**config.mk**
```make
export PLATFORM = sky130hd
export DESIGN_NAME = eipc_top
export DESIGN_NICKNAME = d
export VERILOG_FILES = /design/src/verilog/eipc_pkg.sv /design/src/verilog/eipc_edge_det.sv /design/src/verilog/eipc_prio_arb.sv /design/src/verilog/eipc_top.sv
export SDC_FILE = /design/constraint.sdc
export NUM_CORES = 1
export LEC_CHECK = 0
export ABC_CLOCK_PERIOD_IN_PS = 2600
export BUFFER_PORTS_ARGS = -buffer_cell sky130_fd_sc_hd__buf_2
export CAP_MARGIN = 20
export CELL_PAD_IN_SITES_DETAIL_PLACEMENT = 1
export CELL_PAD_IN_SITES_GLOBAL_PLACEMENT = 2
export CORE_MARGIN = 2
export CORE_UTILIZATION = 33
export DETAILED_ROUTE_END_ITERATION = 6
export PLACE_DENSITY = 0.79
export SYNTH_ARGS = -nofsm -noshare
export SYNTH_HDL_FRONTEND = slang
export SYNTH_HIERARCHICAL = 1
export SYNTH_SLANG_ARGS = --single-unit
```
**constraint.sdc**
```tcl
create_clock -name clk_sys -period 2.6 [get_ports clk_sys]
set_clock_uncertainty 0.15 [all_clocks]
set_input_delay 0.13 -clock clk_sys [delete_from_list [all_inputs] [get_ports clk_sys]]
set_output_delay 0.13 -clock clk_sys [all_outputs]
set_load 0.02 [all_outputs]
```
**src/verilog/eipc_pkg.sv**
```systemverilog
package eipc_pkg;

    // Register addresses in the special function register space
    localparam logic [7:0] ADDR_FLAGS = 8'h91;
    localparam logic [7:0] ADDR_PRIO_BASE = 8'hb8;
    localparam logic [7:0] ADDR_WAKE = 8'hd8;
    localparam logic [7:0] ADDR_EN = 8'he8;
    localparam logic [7:0] ADDR_PRIO_EXT = 8'hf8;

    // Bit positions in the extended flag register
    localparam int FLG_EXT5 = 7;
    localparam int FLG_EXT4 = 6;
    localparam int FLG_TW = 5;
    localparam int FLG_USB = 4;

    // Bit positions in the wakeup and baud control register
    localparam int WK_BAUD = 7;
    localparam int WK_EN = 5;
    localparam int WK_FLAG = 4;
    localparam int WK_EXT6 = 3;

    // Bits that always read as one
    localparam logic [7:0] RSV1_PRIO_BASE = 8'h80;
    localparam logic [7:0] RSV1_FLAGS = 8'h08;
    localparam logic [7:0] RSV1_WAKE = 8'h40;
    localparam logic [7:0] RSV1_EXT = 8'he0;

    // Values after reset
    localparam logic [6:0] RST_PRIO_BASE = 7'h00;
    localparam logic [4:0] RST_PRIO_EXT = 5'h00;
    localparam logic [4:0] RST_EN = 5'h00;
    localparam logic [3:0] RST_FLAGS = 4'h0;
    localparam logic RST_BIT = 1'b0;

    // Sources in natural priority order, index 0 wins
    localparam int NUM_SRC = 13;
    localparam int SRC_W = 4;
    localparam int SRC_RESUME = 0;
    localparam int SRC_STD_LO = 1;
    localparam int SRC_USB = 8;
    localparam int SRC_TW = 9;
    localparam int SRC_EXT4 = 10;
    localparam int SRC_EXT5 = 11;
    localparam int SRC_EXT6 = 12;

    // Interrupt levels
    localparam logic [1:0] LVL_LOW = 2'h0;
    localparam logic [1:0] LVL_HIGH = 2'h1;
    localparam logic [1:0] LVL_TOP = 2'h2;

    // One register access from the core
    typedef struct packed {
        logic [7:0] addr;
        logic [7:0] wdata;
        logic wr;
        logic rd;
    } eipc_sfr_req_s;

    // Winning request
    typedef struct packed {
        logic valid;
        logic [1:0] level;
        logic [3:0] source;
    } eipc_grant_s;

endpackage

```
**src/verilog/eipc_edge_det.sv**
```systemverilog
`timescale 1ns/1ns
`default_nettype none
module eipc_edge_det #(
    parameter bit RISE = 1'b1
) (
    // Clock and reset
    input wire logic clk_sys,
    input wire logic sys_rst,
    // Sampled level and detected edge
    input wire logic sig,
    output logic edge_pulse
);
    logic prev;
    logic armed;

    // Armed one cycle after reset so a pin already at its
    // active level is not mistaken for an edge
    always_ff @(posedge clk_sys) begin
        if (sys_rst) begin
            prev <= 1'b0;
            armed <= 1'b0;
        end else begin
            prev <= sig;
            armed <= 1'b1;
        end
    end

    // One-cycle pulse on the chosen transition
    assign edge_pulse = armed & (RISE ? (sig & ~prev) : (~sig & prev));
endmodule
`default_nettype wire

```
**src/verilog/eipc_prio_arb.sv**
```systemverilog
`timescale 1ns/1ns
`default_nettype none
module eipc_prio_arb #(
    parameter int N = 13
) (
    // Pending requests, index 0 is the resume source
    input wire logic [N-1:0] pend,
    input wire logic [N-1:0] is_high,
    // Winner
    output eipc_pkg::eipc_grant_s grant
);
    // Lowest set index, with a found bit on top
    function automatic logic [4:0] first_set(input logic [N-1:0] vec);
        logic [4:0] res;
        res = 5'h00;
        for (int i = N - 1; i >= 0; i--) begin
            if (vec[i]) begin
                res = {1'b1, 4'(i)};
            end
        end
        return res;
    endfunction

    logic [N-1:0] others;
    logic [4:0] high_pick;
    logic [4:0] low_pick;

    // Resume is kept out of the two ordinary levels
    assign others = pend & ~N'(1);
    assign high_pick = first_set(others & is_high);
    assign low_pick = first_set(others & ~is_high);

    // Level first, natural order second
    always_comb begin
        grant = '0;
        if (pend[eipc_pkg::SRC_RESUME]) begin
            grant = {1'b1, eipc_pkg::LVL_TOP, 4'h0};
        end else if (high_pick[4]) begin
            grant = {1'b1, eipc_pkg::LVL_HIGH, high_pick[3:0]};
        end else if (low_pick[4]) begin
            grant = {1'b1, eipc_pkg::LVL_LOW, low_pick[3:0]};
        end
    end
endmodule
`default_nettype wire

```
**src/verilog/eipc_top.sv**
```systemverilog
`timescale 1ns/1ns
`default_nettype none
// Summary of operation
// - Base priority bits per standard source, 1 high
// - Extended priority bits for inputs four to six, two-wire and USB
// - Extended enable bits gate the five sources
// - Falling edge on input five sets flag
// - Rising edge on input four sets flag
// - Two-wire controller request sets its flag
// - USB interrupt request sets its flag
// - Flags stay set; writing one raises interrupt
// - Control bit seven doubles serial one baud
// - Wake pin fall or USB resume sets flag
// - Uncleared wake flag keeps requesting; writable too
// - Rising edge on input six sets flag
// - Input six flag held until written zero
// - Reserved bits read back fixed ones, zeros
// - Enabled resume always wins at top level
// - Equal levels resolved by natural order
module eipc_top (
    // Clock and reset
    input wire logic clk_sys,
    input wire logic sys_rst,
    // Register access from the core
    input wire eipc_pkg::eipc_sfr_req_s sfr_req,
    output logic [7:0] sfr_rdata,
    output logic sfr_rd_hit,
    // External pins, synchronous to the clock
    input wire logic ext4_rise_pin,
    input wire logic ext5_fall_pin_n,
    input wire logic ext6_rise_pin,
    input wire logic wake_pin_n,
    // On-chip interrupt requests
    input wire logic twowire_irq_req,
    input wire logic usb_irq_req,
    input wire logic usb_resume_evt,
    // Standard sources and their enables
    input wire logic ext_zero_input,
    input wire logic timer0_overflow,
    input wire logic ext_one_input,
    input wire logic timer1_overflow,
    input wire logic serial0_req,
    input wire logic timer2_overflow,
    input wire logic serial1_tx_done,
    input wire logic serial1_rx_done,
    input wire logic [6:0] std_irq_en,
    input wire logic global_irq_en,
    // Results
    output logic serial1_baud_double,
    output var eipc_pkg::eipc_grant_s irq_grant
);
    // Stored register bits
    logic [6:0] prio_base;
    logic [4:0] ext_prio;
    logic [4:0] ext_en;
    logic ext5_edge_flag;
    logic ext4_edge_flag;
    logic twowire_irq_flag;
    logic usb_irq_flag;
    logic wake_irq_en;
    logic wake_flag;
    logic ext6_event_flag;

    // Next values of the flags
    logic next_ext5_edge_flag;
    logic next_ext4_edge_flag;
    logic next_twowire_irq_flag;
    logic next_usb_irq_flag;
    logic next_wake_flag;
    logic next_ext6_event_flag;

    // Edge pulses
    logic ext4_rise;
    logic ext5_fall;
    logic ext6_rise;
    logic wake_fall;
    logic twowire_rise;
    logic usb_rise;

    // Register decode
    wire sel_flags = sfr_req.addr == eipc_pkg::ADDR_FLAGS;
    wire sel_prio_base = sfr_req.addr == eipc_pkg::ADDR_PRIO_BASE;
    wire sel_wake = sfr_req.addr == eipc_pkg::ADDR_WAKE;
    wire sel_en = sfr_req.addr == eipc_pkg::ADDR_EN;
    wire sel_prio_ext = sfr_req.addr == eipc_pkg::ADDR_PRIO_EXT;
    wire sel_any = sel_flags | sel_prio_base | sel_wake | sel_en
        | sel_prio_ext;

    // Write strobes per register
    wire wr_flags = sfr_req.wr & sel_flags;
    wire wr_prio_base = sfr_req.wr & sel_prio_base;
    wire wr_wake = sfr_req.wr & sel_wake;
    wire wr_en = sfr_req.wr & sel_en;
    wire wr_prio_ext = sfr_req.wr & sel_prio_ext;
    wire [7:0] wd = sfr_req.wdata;

    // Next value of a software-clearable flag: a hardware event wins
    // over a same-cycle write of zero, so no edge is ever lost
    function automatic logic flag_next(input logic set, input logic wr,
        input logic wbit, input logic cur);
        return set | (wr ? wbit : cur);
    endfunction

    // Edge detectors on the pins; a pin already at its active level
    // when reset ends is not taken as an edge, software must poll it
    eipc_edge_det #(.RISE(1'b1)) u_ext4 (
        .clk_sys(clk_sys),
        .sys_rst(sys_rst),
        .sig(ext4_rise_pin),
        .edge_pulse(ext4_rise)
    );
    eipc_edge_det #(.RISE(1'b0)) u_ext5 (
        .clk_sys(clk_sys),
        .sys_rst(sys_rst),
        .sig(ext5_fall_pin_n),
        .edge_pulse(ext5_fall)
    );
    eipc_edge_det #(.RISE(1'b1)) u_ext6 (
        .clk_sys(clk_sys),
        .sys_rst(sys_rst),
        .sig(ext6_rise_pin),
        .edge_pulse(ext6_rise)
    );
    eipc_edge_det #(.RISE(1'b0)) u_wake (
        .clk_sys(clk_sys),
        .sys_rst(sys_rst),
        .sig(wake_pin_n),
        .edge_pulse(wake_fall)
    );

    // The two-wire and USB interrupt requests are edge sensitive as well, so a request
    // left high after its flag is cleared does not set it again
    eipc_edge_det #(.RISE(1'b1)) u_twowire (
        .clk_sys(clk_sys),
        .sys_rst(sys_rst),
        .sig(twowire_irq_req),
        .edge_pulse(twowire_rise)
    );
    eipc_edge_det #(.RISE(1'b1)) u_usb (
        .clk_sys(clk_sys),
        .sys_rst(sys_rst),
        .sig(usb_irq_req),
        .edge_pulse(usb_rise)
    );

    // Flag updates: a hardware set overrides a write of zero, and a
    // write of one sets the flag just as an event would; a whole-byte
    // write therefore also clears every flag written as zero
    assign next_ext5_edge_flag = flag_next(ext5_fall, wr_flags,
        wd[eipc_pkg::FLG_EXT5], ext5_edge_flag);
    assign next_ext4_edge_flag = flag_next(ext4_rise, wr_flags,
        wd[eipc_pkg::FLG_EXT4], ext4_edge_flag);
    assign next_twowire_irq_flag = flag_next(twowire_rise,
        wr_flags, wd[eipc_pkg::FLG_TW], twowire_irq_flag);
    assign next_usb_irq_flag = flag_next(usb_rise, wr_flags,
        wd[eipc_pkg::FLG_USB], usb_irq_flag);

    // Wake flag: pin fall or USB resume; stays set until written zero
    assign next_wake_flag = flag_next(wake_fall | usb_resume_evt,
        wr_wake, wd[eipc_pkg::WK_FLAG], wake_flag);

    // Input six flag
    assign next_ext6_event_flag = flag_next(ext6_rise,
        wr_wake, wd[eipc_pkg::WK_EXT6], ext6_event_flag);

    // Extended flag register
    always_ff @(posedge clk_sys) begin
        if (sys_rst) begin
            ext5_edge_flag <= eipc_pkg::RST_FLAGS[3];
            ext4_edge_flag <= eipc_pkg::RST_FLAGS[2];
            twowire_irq_flag <= eipc_pkg::RST_FLAGS[1];
            usb_irq_flag <= eipc_pkg::RST_FLAGS[0];
        end else begin
            ext5_edge_flag <= next_ext5_edge_flag;
            ext4_edge_flag <= next_ext4_edge_flag;
            twowire_irq_flag <= next_twowire_irq_flag;
            usb_irq_flag <= next_usb_irq_flag;
        end
    end

    // Wakeup and baud control register
    always_ff @(posedge clk_sys) begin
        if (sys_rst) begin
            serial1_baud_double <= eipc_pkg::RST_BIT;
            wake_irq_en <= eipc_pkg::RST_BIT;
            wake_flag <= eipc_pkg::RST_BIT;
            ext6_event_flag <= eipc_pkg::RST_BIT;
        end else begin
            if (wr_wake) begin
                serial1_baud_double <= wd[eipc_pkg::WK_BAUD];
                wake_irq_en <= wd[eipc_pkg::WK_EN];
            end
            wake_flag <= next_wake_flag;
            ext6_event_flag <= next_ext6_event_flag;
        end
    end

    // Base priority register
    always_ff @(posedge clk_sys) begin
        if (sys_rst) begin
            prio_base <= eipc_pkg::RST_PRIO_BASE;
        end else if (wr_prio_base) begin
            prio_base <= wd[6:0];
        end
    end

    // Extended enable register
    always_ff @(posedge clk_sys) begin
        if (sys_rst) begin
            ext_en <= eipc_pkg::RST_EN;
        end else if (wr_en) begin
            ext_en <= wd[4:0];
        end
    end

    // Extended priority register
    always_ff @(posedge clk_sys) begin
        if (sys_rst) begin
            ext_prio <= eipc_pkg::RST_PRIO_EXT;
        end else if (wr_prio_ext) begin
            ext_prio <= wd[4:0];
        end
    end

    // Named views of the stored bits; the arbitration below reads
    // them by source so a slip in bit order shows up by name
    logic serial1_prio;
    logic timer2_prio;
    logic serial0_prio;
    logic timer1_prio;
    logic ext1_prio;
    logic timer0_prio;
    logic ext0_prio;
    logic ext6_prio;
    logic ext5_prio;
    logic ext4_prio;
    logic twowire_prio;
    logic usb_irq_prio;
    logic ext6_irq_en;
    logic ext5_irq_en;
    logic ext4_irq_en;
    logic twowire_irq_en;
    logic usb_irq_en;
    assign {serial1_prio, timer2_prio, serial0_prio, timer1_prio,
        ext1_prio, timer0_prio, ext0_prio} = prio_base;
    assign {ext6_prio, ext5_prio, ext4_prio, twowire_prio,
        usb_irq_prio} = ext_prio;
    assign {ext6_irq_en, ext5_irq_en, ext4_irq_en, twowire_irq_en,
        usb_irq_en} = ext_en;

    // Read values with reserved bits forced
    wire [7:0] rd_flags = {ext5_edge_flag, ext4_edge_flag,
        twowire_irq_flag, usb_irq_flag, 4'h0}
        | eipc_pkg::RSV1_FLAGS;
    wire [7:0] rd_prio_base = {1'b0, prio_base}
        | eipc_pkg::RSV1_PRIO_BASE;
    wire [7:0] rd_wake = {serial1_baud_double, 1'b0, wake_irq_en,
        wake_flag, ext6_event_flag, 3'h0}
        | eipc_pkg::RSV1_WAKE;
    wire [7:0] rd_en = {3'h0, ext_en} | eipc_pkg::RSV1_EXT;
    wire [7:0] rd_prio_ext = {3'h0, ext_prio}
        | eipc_pkg::RSV1_EXT;

    // Read multiplexer; unmapped addresses read as zero so that the
    // core can OR this byte with its other register banks
    wire [7:0] rd_mux = sel_flags ? rd_flags
        : sel_prio_base ? rd_prio_base
        : sel_wake ? rd_wake
        : sel_en ? rd_en
        : sel_prio_ext ? rd_prio_ext
        : 8'h00;

    // Read data is held until the next read so the core may sample it
    // late; the hit pulse lets the core's other register muxes step aside
    always_ff @(posedge clk_sys) begin
        if (sys_rst) begin
            sfr_rdata <= 8'h00;
            sfr_rd_hit <= 1'b0;
        end else begin
            if (sfr_req.rd) begin
                sfr_rdata <= rd_mux;
            end
            sfr_rd_hit <= sfr_req.rd & sel_any;
        end
    end

    // Raw requests of the standard sources in natural order
    wire [6:0] std_req = {
        serial1_tx_done | serial1_rx_done,
        timer2_overflow,
        serial0_req,
        timer1_overflow,
        ext_one_input,
        timer0_overflow,
        ext_zero_input};

    // Extended requests: flags gated by their enables
    wire [4:0] ext_pend = {
        ext6_event_flag & ext6_irq_en,
        ext5_edge_flag & ext5_irq_en,
        ext4_edge_flag & ext4_irq_en,
        twowire_irq_flag & twowire_irq_en,
        usb_irq_flag & usb_irq_en};

    // The global enable masks all but resume, which only its own
    // enable gates
    wire resume_pend = wake_flag & wake_irq_en;
    wire [6:0] std_pend = std_req & std_irq_en & {7{global_irq_en}};
    wire [4:0] ext_gated = ext_pend & {5{global_irq_en}};

    // Pending and level vectors by source index
    wire [eipc_pkg::NUM_SRC-1:0] pend = {ext_gated, std_pend,
        resume_pend};
    wire [eipc_pkg::NUM_SRC-1:0] is_high = {
        ext6_prio, ext5_prio, ext4_prio, twowire_prio, usb_irq_prio,
        serial1_prio, timer2_prio, serial0_prio, timer1_prio,
        ext1_prio, timer0_prio, ext0_prio,
        1'b0};

    eipc_pkg::eipc_grant_s next_irq_grant;

    eipc_prio_arb #(.N(eipc_pkg::NUM_SRC)) u_arb (
        .pend(pend),
        .is_high(is_high),
        .grant(next_irq_grant)
    );

    // Registered winner; one cycle behind the flags. The extra cycle
    // keeps the arbitration tree off the core's decode path, at the
    // cost of one clock of interrupt latency
    always_ff @(posedge clk_sys) begin
        if (sys_rst) begin
            irq_grant <= '0;
        end else begin
            irq_grant <= next_irq_grant;
        end
    end
endmodule
`default_nettype wire
```
# --- Word level (Yosys, flattened, before mapping) ---
# Cells that the tools add are included.
op_classes:
  add_sub_neg: 0
  mul: 0
  n_div: 0
  n_lt_le_gt_ge: 0
  n_eq_ne: 5
  n_shift: 0
  mux: 41
  n_bitwise: 48
  reduce_logical: 1
op_table:
  columns: ["cell", "count"]
  rows:
  - ["5-bit two-way mux", 26]
  - ["8-bit equality test, second input constant", 5]
  - ["8-bit two-way mux", 5]
  - ["13-bit bitwise AND", 2]
  - ["1-bit bitwise AND", 24]
  - ["7-bit two-way mux", 3]
  - ["7-bit bitwise AND", 2]
  - ["13-bit inverter", 1]
  - ["1-bit OR", 12]
  - ["1-bit two-way mux", 7]
  - ["1-bit inverter", 6]
  - ["5-bit bitwise AND", 1]
  - ["2-bit OR reduction", 1]
word_totals:
  register_bits: 48
  latchBits: 0
  ram_bits: 0
  mem_bits_ro: 0
  inputBits: 43
  wordCells: 119
  n_memories: 0

# --- Logic depth before layout (Yosys ltp) ---
# Gate-level depths: netlist of the first run.
logic_depth:
  ltp_word: 20
  mapped_depth: 8
  depth_no_buf: 7

# --- Hierarchy ---
# The synthesis of the first run kept the hierarchy.
by_module_without_submodules:
  columns: ["mod", "instances", "cells_per_inst", "area_each_um2", "seq_area_each_um2"]
  rows:
  - ["eipc_top", 1, 206, 1943.1, 820.8]
  - ["eipc_prio_arb", 1, 74, 506.7, 0.0]
  - ["eipc_edge_det", 6, 5, 58.8, 40.0]

# --- Worst setup path after synthesis of the first run ---
# OpenSTA, ideal clock, no wires.
synth_path:
  path_type: "input to register"
  startpoint: "input port global_irq_en"
  endpoint: "register irq_grant[0] in the netlist's numbering"
  setup_time_ps: 66
  arrival_ps: 1701
  t_required_ps: 2384
  setup_slack_ps: 683
  stages: 8
  path_buffers: 1
  cell_sequence: "clkbuf_1 o211a_1 nand2_1 a32o_1 o211a_1 or4_1 o311ai_2 nor2b_1"
synth_between:
  word_cells_on_any_way: 32
  cone_classes: "mux: 28; bitwise: 4"
synth_lines:
  columns: ["item", "line", "rtl"]
  rows:
  - ["start, declared", "eipc_top.sv:47", "input wire logic global_irq_en,"]
  - ["7-bit bitwise AND (*)", "eipc_top.sv:308", "wire [6:0] std_pend = std_req & std_irq_en & {7{global_irq_en}};"]
  - ["via std_pend[6]", "eipc_top.sv:308", null]
  - ["13-bit bitwise AND", "eipc_prio_arb.sv:31", "assign low_pick = first_set(others & ~is_high);"]
  - ["5-bit two-way mux (8 in series)", "eipc_prio_arb.sv:17", "if (vec[i]) begin"]
  - ["7-bit two-way mux", "eipc_prio_arb.sv:40", "end else if (low_pick[4]) begin"]
  - ["7-bit two-way mux (*)", "eipc_prio_arb.sv:38", "end else if (high_pick[4]) begin"]
  - ["end signal, assigned", "eipc_top.sv:335", "irq_grant <= next_irq_grant;"]
  - ["end, declared", "eipc_top.sv:50", "output var eipc_pkg::eipc_grant_s irq_grant"]
# Mark *: on every way through the listed nets, which the timed path passes. The rest lies on a longest branch.
# A chain may end at the register's enable or synchronous reset.

# --- Final worst setup path of the first run ---
layout_path:
  startpoint: "register usb_irq_flag"
  endpoint: "register irq_grant[0] in the netlist's numbering"
layout_between:
  elab_chain_len: 14
  word_cells_on_any_way: 24
  cone_classes: "mux: 20; bitwise: 4"
layout_rtl:
  columns: ["item", "line", "rtl"]
  rows:
  - ["start, declared", "eipc_top.sv:59", "logic usb_irq_flag;"]
  - ["start signal, assigned", "eipc_top.sv:172", "usb_irq_flag <= eipc_pkg::RST_FLAGS[0];"]
  - ["start signal, assigned", "eipc_top.sv:177", "usb_irq_flag <= next_usb_irq_flag;"]
  - ["1-bit bitwise AND (*)", "eipc_top.sv:303", "usb_irq_flag & usb_irq_en};"]
  - ["5-bit bitwise AND (*)", "eipc_top.sv:309", "wire [4:0] ext_gated = ext_pend & {5{global_irq_en}};"]
  - ["via ext_gated[0]", "eipc_top.sv:309", null]
  - ["13-bit bitwise AND", "eipc_prio_arb.sv:31", null]
  - ["5-bit two-way mux (9 in series)", "eipc_prio_arb.sv:17", null]
  - ["7-bit two-way mux", "eipc_prio_arb.sv:40", null]
  - ["7-bit two-way mux (*)", "eipc_prio_arb.sv:38", null]
# Marked as above.

==> results.yml, run 1 <==
grt:
  overflow: 0
  grt_start_max_net_pins: 39
  track_usage: 0.181
  grt_pass1_vias: 2504
  antenna_found_initial: 0
  grt_pass1_wl_mm: 12.7
clocking:
  postCtsHoldBufs: 14
  cts_resized: 0
  clk_pin_slew_ps: 90
  cts_made_buffers: 5
  insertion_delay_ps: 310
  clock-sinks: 53
  clock_path_buffers: 2
  cts_root_buf: "clkbuf_8"
  cts_post_setup_buffers_inserted: 0
  htree_levels: 2
  cts_tree: "done"
worst_setup_path:
  worstSetupPathType: "flip-flop to flip-flop"
  rrSetupSlack_ps: 470
  cp-end-kind: "flip-flop"
  cp_data_arrival_time_ps: 2160
  r2r_cells: 7
  path_max_fanout: 5
  critPathCapture: "irq_grant[0]$_SDFF_PP0_"
  crit_required_ps: 2620
  critPathLaunch: "usb_irq_flag$_SDFF_PP0_"
  crit_path_start_kind: "flip-flop"
  r2r_end: "irq_grant[0]$_SDFF_PP0_"
  r2r_start: "usb_irq_flag$_SDFF_PP0_"
timing:
  rsz0062_at_grt: "no"
  final.min_clock_period_ps: 2130
  slew_headroom: 0.533
  hold_violations: 0
  drv_slew: 0
  holdWs_ps: 23.9
  fmax_mhz: 469
  fin_setup_tns_ps: 0
  tightest_slew_ps: 701
  setup_violations: 0
  finalCritPeriodShare: 0.820
floorplanning:
  die_y_um: 96.1
  ioPinCount: 60
  dieArea_sq_mm: 0.00923
  row_count: 33
  die_x_um: 96.1
  core-area_sq_mm: 0.00822
  initial_core_util: 0.341
yosys:
  synth_fp_nets: 352
  syn_area_per_cell_sq_um: 9.06
  yosysWarnings: 6
  syn_area_sq_mm: 0.00280
  netlist_instances: 309
final_layout:
  antenna_cells: 0
  final_cells: 481
  fin_nets: 418
  syn_to_final_growth_pct: 21.5
  drive_above_1_share: 0.229
  fin_util: 0.414
drt:
  avgRoutedWirePerCell_um: 16.2
  first_pass_iters: 4
  ant_nets: 0
  vias: 2535
  drtIter0Drc: 121
  drt_wl_total_mm: 7.78
  route.detailed.drc: 0
  via_per_inst: 5.27
placed_design:
  gp_congestion: 0.835
  io_buffers: 59
  dp.cells: 459
  hpwl_mm: 6.05
power:
  power.density_mw_per_mm2: 454
  vdd_drop_max_uv: 338
  total_leakage_power_nw: 1.48
flow_run:
  maxCapViolCount: 0
status:
  status: "finished, final reports clean"
worst_hold_path:
  holdPathStages: 3
  hold_path_class: "primary input to flip-flop"
[placed cells by master, fill, tap and decap left out, drive strengths merged, types with 6 or more instances in the layout]
cell type and count:
buf 61, dfxtp 53, nor2 30, nor2b 21
mux2i 21, nand2b 18, nand2 16, and3 14
dlygate4sd3 14, inv 14, a21oi 12, a211oi 7
and3b 7, a22oi 7, nand4 6, a311oi 6
clkbuf 6, o21ai 6, nand3 6
[stage by stage]
step / setup slack, ps / power (mW) / instance area [sq um]
6_report: 468 / 1.54 / 3400
3_5_place_dp: 424 / 1.05 / 3160
4_1_cts: 458 / 1.57 / 3400
2_1_floorplan: 683 / 0.972 / 2800
3_3_place_gp: 486 / 1.04 / 3160
5_1_grt: 347 / 1.63 / 3400
[metal layers]
metal | GRT usage | share of wire
met3 | 0.0290 | 0.040
met5 | 0 | 0
met4 | 0.0393 | 0.0039
met1 | 0.247 | 0.48
met2 | 0.299 | 0.47
[final cells by class]
| class | count | area [sq um] |
|---|---|---|
| Clock buffer | 6 | 82.6 |
| Clock inverter | 2 | 17.5 |
| Fill cell | 977 | 4820 |
| Inverter | 13 | 48.8 |
| Multi-Input combinational cell | 227 | 1610 |
| Sequential cell | 53 | 1060 |
| Tap cell | 105 | 131 |
| Timing Repair Buffer | 75 | 450 |
[state kept, by name, summed over array words and instances (netlist names), 5 cells and up]
| signal | count |
|---|---|
| prio_base | 7 |
| ext_en | 5 |
| ext_prio | 5 |
| irq_grant | 7 |
| sfr_rdata | 8 |
[worst min path at each step]
stage	end	from
floorplan	u_ext4/armed$_DFF_P_	sys_rst
global placement	u_wake/prev$_SDFF_PP0_	wake_pin_n
detailed placement	u_ext4/prev$_SDFF_PP0_	ext4_rise_pin
CTS	prio_base[4]$_SDFFE_PP0P_	sfr_req[6]
global route	prio_base[4]$_SDFFE_PP0P_	sfr_req[6]
finish	prio_base[4]$_SDFFE_PP0P_	sfr_req[6]
[worst max-delay path: stages, from the launching register on]
cell and delay, ps:
dfxtp_1 370, and3_1 230, a22oi_4 210, nand3_2 150, a2111oi_4 460, or4_1 200
o311ai_2 90, nor2b_1 140
[power breakdown]
part | internal, mW | total [mW] | switching, mW
Clock | 0.222 | 0.501 | 0.280
Combinational | 0.0880 | 0.195 | 0.107
Sequential | 0.835 | 0.846 | 0.0113
Power figures use the tool's default switching activity.
==> inputs of run 2 (changes only) <==
ABC_CLOCK_PERIOD_IN_PS = 2220   (was 2600)
clock period = 2.22 ns   (was 2.6 ns; I/O delays follow)
==> results.yml, run 2 (synthesized netlist as in run 1, its figures left out) <==
status:
  status: "finished, final reports clean"
worst_setup_path:
  r2r_cells: 7
  critPathLaunch: "ext5_edge_flag$_SDFF_PP0_"
  crit_path_start_kind: "flip-flop"
  path_cells: "and3_1 -> nor2b_2 -> o221ai_1 -> a311oi_2 -> o211ai_1 -> a21oi_1 -> nor2b_1"
  crit_required_ps: 2330
  crit_slowest_cell: "dfxtp_1"
  cp-end-kind: "flip-flop"
  r2r_start: "ext5_edge_flag$_SDFF_PP0_"
  r2r_end: "irq_grant[1]$_SDFF_PP0_"
  critPathTopFamily: "compound AO/OA/AOI/OAI gates"
  critPathCapture: "irq_grant[1]$_SDFF_PP0_"
  cp.depth: 7
  crit_buf_inv: 0
  worstSetupPathType: "flip-flop to flip-flop"
  cp_data_arrival_time_ps: 2190
  path_max_fanout: 4
  rrSetupSlack_ps: 140
  max_stage_delay_ps: 390
clocking:
  htree_levels: 2
  clock-sinks: 53
  cts_made_buffers: 5
  insertion_delay_ps: 320
  cts_root_buf: "clkbuf_8"
  clock_path_buffers: 2
  cts_post_setup_buffers_inserted: 0
  clk_pin_slew_ps: 110
  cts_tree: "done"
floorplanning:
  row_count: 33
  initial_core_util: 0.341
  die_y_um: 96.1
  dieArea_sq_mm: 0.00923
  core-area_sq_mm: 0.00822
  ioPinCount: 60
  die_x_um: 96.1
power:
  power.density_mw_per_mm2: 552
  power_frac_seq: 0.509
  total_leakage_power_nw: 1.54
  p_sw_frac: 0.261
  power_switching_mw: 0.507
  total_power_mw: 1.94
  intPower_mw: 1.44
  clock_power_share: 0.364
  comb_power_share: 0.127
  vdd_drop_max_uv: 318
drt:
  first_pass_iters: 4
  vias: 2601
  drt_wl_total_mm: 8.41
  avgRoutedWirePerCell_um: 17.1
  ant_nets: 0
  via_per_inst: 5.30
  drtIter0Drc: 108
  route.detailed.drc: 0
final_layout:
  syn_to_final_growth_pct: 25.8
  most-common-layout-cells: "59 x buf_2, 53 x dfxtp_1, 30 x nor2_1"
  top_register: "sfr_rdata"
  n_fill_cell: 988
  drive_above_1_share: 0.246
  seqCellArea_sq_mm: 0.00106
  multi_input_area_sq_mm: 0.00162
  antenna_cells: 0
  reg.largest.list: "sfr_rdata: 8 flops, irq_grant: 7 flops, prio_base: 7 flops"
  final_common_cell: "buf_2"
  final_cells: 491
  fin_nets: 428
  largest_reg_flops: 8
timing:
  fmax_mhz: 481
  slew_headroom: 0.604
  hold_violations: 0
  tightest_slew_ps: 590
  final.min_clock_period_ps: 2080
  fin_setup_tns_ps: 0
  holdWs_ps: 8.02
  rsz0062_at_grt: "no"
  drv_slew: 0
  setup_violations: 0
  finalCritPeriodShare: 0.937
grt:
  grt_start_max_net_pins: 40
  track_usage: 0.192
  antenna_found_initial: 0
  grt_pass1_vias: 2586
  grt_pass1_wl_mm: 13.4
  overflow: 0
placed_design:
  dp.cells: 466
  io_buffers: 59
  hpwl_mm: 6.40
  gp_congestion: 0.849
worst_hold_path:
  hold_path_class: "primary input to flip-flop"
flow_run:
  maxCapViolCount: 0
[run 2: cell count changes in the layout (fill, tap and decap cells not counted), sizes merged]
| cell | delta |
|---|---|
| dlygate4sd3 | +3 |
| clkbuf | -1 |
| bufinv | +1 |
| buf | +7 |
[run 2: cell type report]
type	count	area share
multi-input cells	227	0.459
inverters	13	0.0139
well taps	105	0.0373
clock buffers	5	0.0195
repair buffers	85	0.155
clock inverters	3	0.0142
flip-flops and latches	53	0.301
[run 2: layer usage]
layer,vias up,track usage,wire [um]
met1,1264,0.270,4000
met3,10,0.0298,370
li1,1272,-,-
met4,0,0.0548,111
met2,55,0.302,3920
met5,-,0,0
[run 2: per-stage QoR]
stage                     area [sq um]   util  worst slack (ps)
final                             3520  0.429               140
after global routing              3520  0.429             0.537
after CTS                         3510  0.428              8.00
after detailed placement          3220  0.392              47.0
after global placement            3220  0.392               178
after floorplan                   2800      -               322
[run 2: worst min path at each step]
stage / startpoint / end / slack, ps / depth (start not counted)
3_5_place_dp: ext4_rise_pin / u_ext4/prev$_SDFF_PP0_ / 190 / 2
2_1_floorplan: sys_rst / u_ext4/armed$_DFF_P_ / 20 / 1
5_1_grt: sfr_req[1] / twowire_irq_flag$_SDFF_PP0_ / 20 / 2
3_3_place_gp: wake_pin_n / u_wake/prev$_SDFF_PP0_ / 190 / 2
4_1_cts: sfr_req[1] / usb_irq_flag$_SDFF_PP0_ / 0.9 / 2
6_report: sfr_req[1] / twowire_irq_flag$_SDFF_PP0_ / 8 / 2
[run 2: repair_timing]
action,in CTS,in global routing
gates resized for setup,0,2
setup endpoints to repair,0,2
hold endpoints to repair,29,0
hold buffers,17,0
[run 2: power groups by stage]
stage	logic (mW)	registers (mW)	clock network (mW)
floorplan	0.119	1.02	0
global placement	0.220	1.01	0
detailed placement	0.223	1.01	0
CTS	0.246	0.990	0.739
global route	0.275	0.993	0.774
finish	0.247	0.989	0.708
==> inputs of run 3 (changes only) <==
CORE_MARGIN = 8   (was 2)
PLACE_DENSITY = 0.82   (was 0.79)
==> results.yml, run 3 (synthesized netlist as in run 1, its figures left out) <==
floorplanning:
  core-area_sq_mm: 0.00822
  die_x_um: 108
  die_y_um: 108
  initial_core_util: 0.341
  dieArea_sq_mm: 0.0117
  ioPinCount: 60
  row_count: 33
grt:
  grt_pass1_wl_mm: 13.8
  track_usage: 0.147
  grt_pass1_vias: 2708
  grt_start_max_net_pins: 28
  overflow: 0
  antenna_found_initial: 0
clocking:
  clock-sinks: 53
  insertion_delay_ps: 310
  clock_path_buffers: 2
  clk_pin_slew_ps: 100
  cts_root_buf: "clkbuf_8"
  cts_made_buffers: 5
  htree_levels: 2
  cts_tree: "done"
power:
  total_leakage_power_nw: 1.52
  total_power_mw: 1.82
  power.density_mw_per_mm2: 526
  vdd_drop_max_uv: 335
timing:
  rsz0062_at_grt: "no"
  final.min_clock_period_ps: 2070
  slew_headroom: 0.609
  fin_setup_tns_ps: 0
  finalCritPeriodShare: 0.932
  holdWs_ps: 27.2
  setup_violations: 0
  tightest_slew_ps: 582
  fmax_mhz: 483
  hold_violations: 0
  drv_slew: 0
  layout_setup_ws_ps: 151
final_layout:
  most-common-layout-cells: "59 x buf_2, 53 x dfxtp_1, 30 x nor2_1"
  final_cells: 486
  final_common_cell: "buf_2"
  fin_util: 0.422
  drive_above_1_share: 0.247
  fin_nets: 423
  largest_reg_flops: 8
  syn_to_final_growth_pct: 23.9
  fin_area_sq_mm: 0.00347
  n_fill_cell: 965
  reg.largest.list: "sfr_rdata: 8 flops, irq_grant: 7 flops, prio_base: 7 flops"
  top_register: "sfr_rdata"
  antenna_cells: 0
drt:
  via_per_inst: 5.23
  ant_nets: 0
  route.detailed.drc: 0
  first_pass_iters: 4
  drt_wl_total_mm: 8.39
  drtIter0Drc: 163
  avgRoutedWirePerCell_um: 17.3
  vias: 2540
worst_setup_path:
  worstSetupPathType: "flip-flop to flip-flop"
  path_max_fanout: 4
  crit_required_ps: 2320
  cp_data_arrival_time_ps: 2170
  cp-end-kind: "flip-flop"
  crit_path_start_kind: "flip-flop"
placed_design:
  dpl_cell_area_sq_mm: 0.00321
  gp_congestion: 0.829
  io_buffers: 59
  hpwl_mm: 6.47
  dp_worst_setup_slack_ps: 132
  dp.cells: 464
worst_hold_path:
  hold_path_class: "primary input to flip-flop"
flow_run:
  maxCapViolCount: 0
status:
  status: "finished, final reports clean"
[run 3: area by class of cell]
| cell class | instances | area [sq um] | area share |
|---|---|---|---|
| multi-input cells | 227 | 1630 | 0.469 |
| flip-flops and latches | 53 | 1060 | 0.306 |
| repair buffers | 80 | 500 | 0.144 |
| well taps | 105 | 131 | 0.0379 |
| clock buffers | 6 | 82.6 | 0.0238 |
| inverters | 13 | 48.8 | 0.0141 |
| clock inverters | 2 | 17.5 | 0.00505 |
[run 3: final timing paths]
path / startpoint / endpoint / slack, ps / depth (start not counted)
worst max-delay path: twowire_irq_flag$_SDFF_PP0_ / irq_grant[0]$_SDFF_PP0_ / 150 / 7
worst min register to register: sfr_rdata[0]$_SDFFE_PP0P_ / sfr_rdata[0]$_SDFFE_PP0P_ / 320 / 2
worst max register to register: twowire_irq_flag$_SDFF_PP0_ / irq_grant[0]$_SDFF_PP0_ / 150 / 7
worst min-delay path: sfr_req[1] / twowire_irq_flag$_SDFF_PP0_ / 30 / 2
[run 3: critical path, stage by stage, from the launching register on]
cell      delay (ps)
dfxtp_1          400
and3_2           270
a22o_1           150
a31oi_1           60
o211a_1          260
or4_1            490
o311ai_2          80
nor2b_1          150
[run 3: power by group]
| part | switching (mW) | internal, mW | total (mW) |
|---|---|---|---|
| registers | 0.0112 | 0.978 | 0.989 |
| logic | 0.132 | 0.111 | 0.243 |
| clock network | 0.333 | 0.259 | 0.592 |
[run 3: repair_timing]
item	4_1_cts	5_1_grt
buffers inserted	0	0
hold buffers	14	0
endpoints found under the setup margin	0	3
gates resized for setup	0	4
hold endpoints to repair	25	0
[run 3: per-layer routing]
layer / GRT usage / share of wire / vias up / routed length [um]
met5: 0 / 0 / - / 0
met3: 0.0327 / 0.048 / 11 / 400
met4: 0.0426 / 0.015 / 0 / 128
met2: 0.238 / 0.46 / 53 / 3830
met1: 0.190 / 0.48 / 1217 / 4030
li1: - / - / 1259 / -
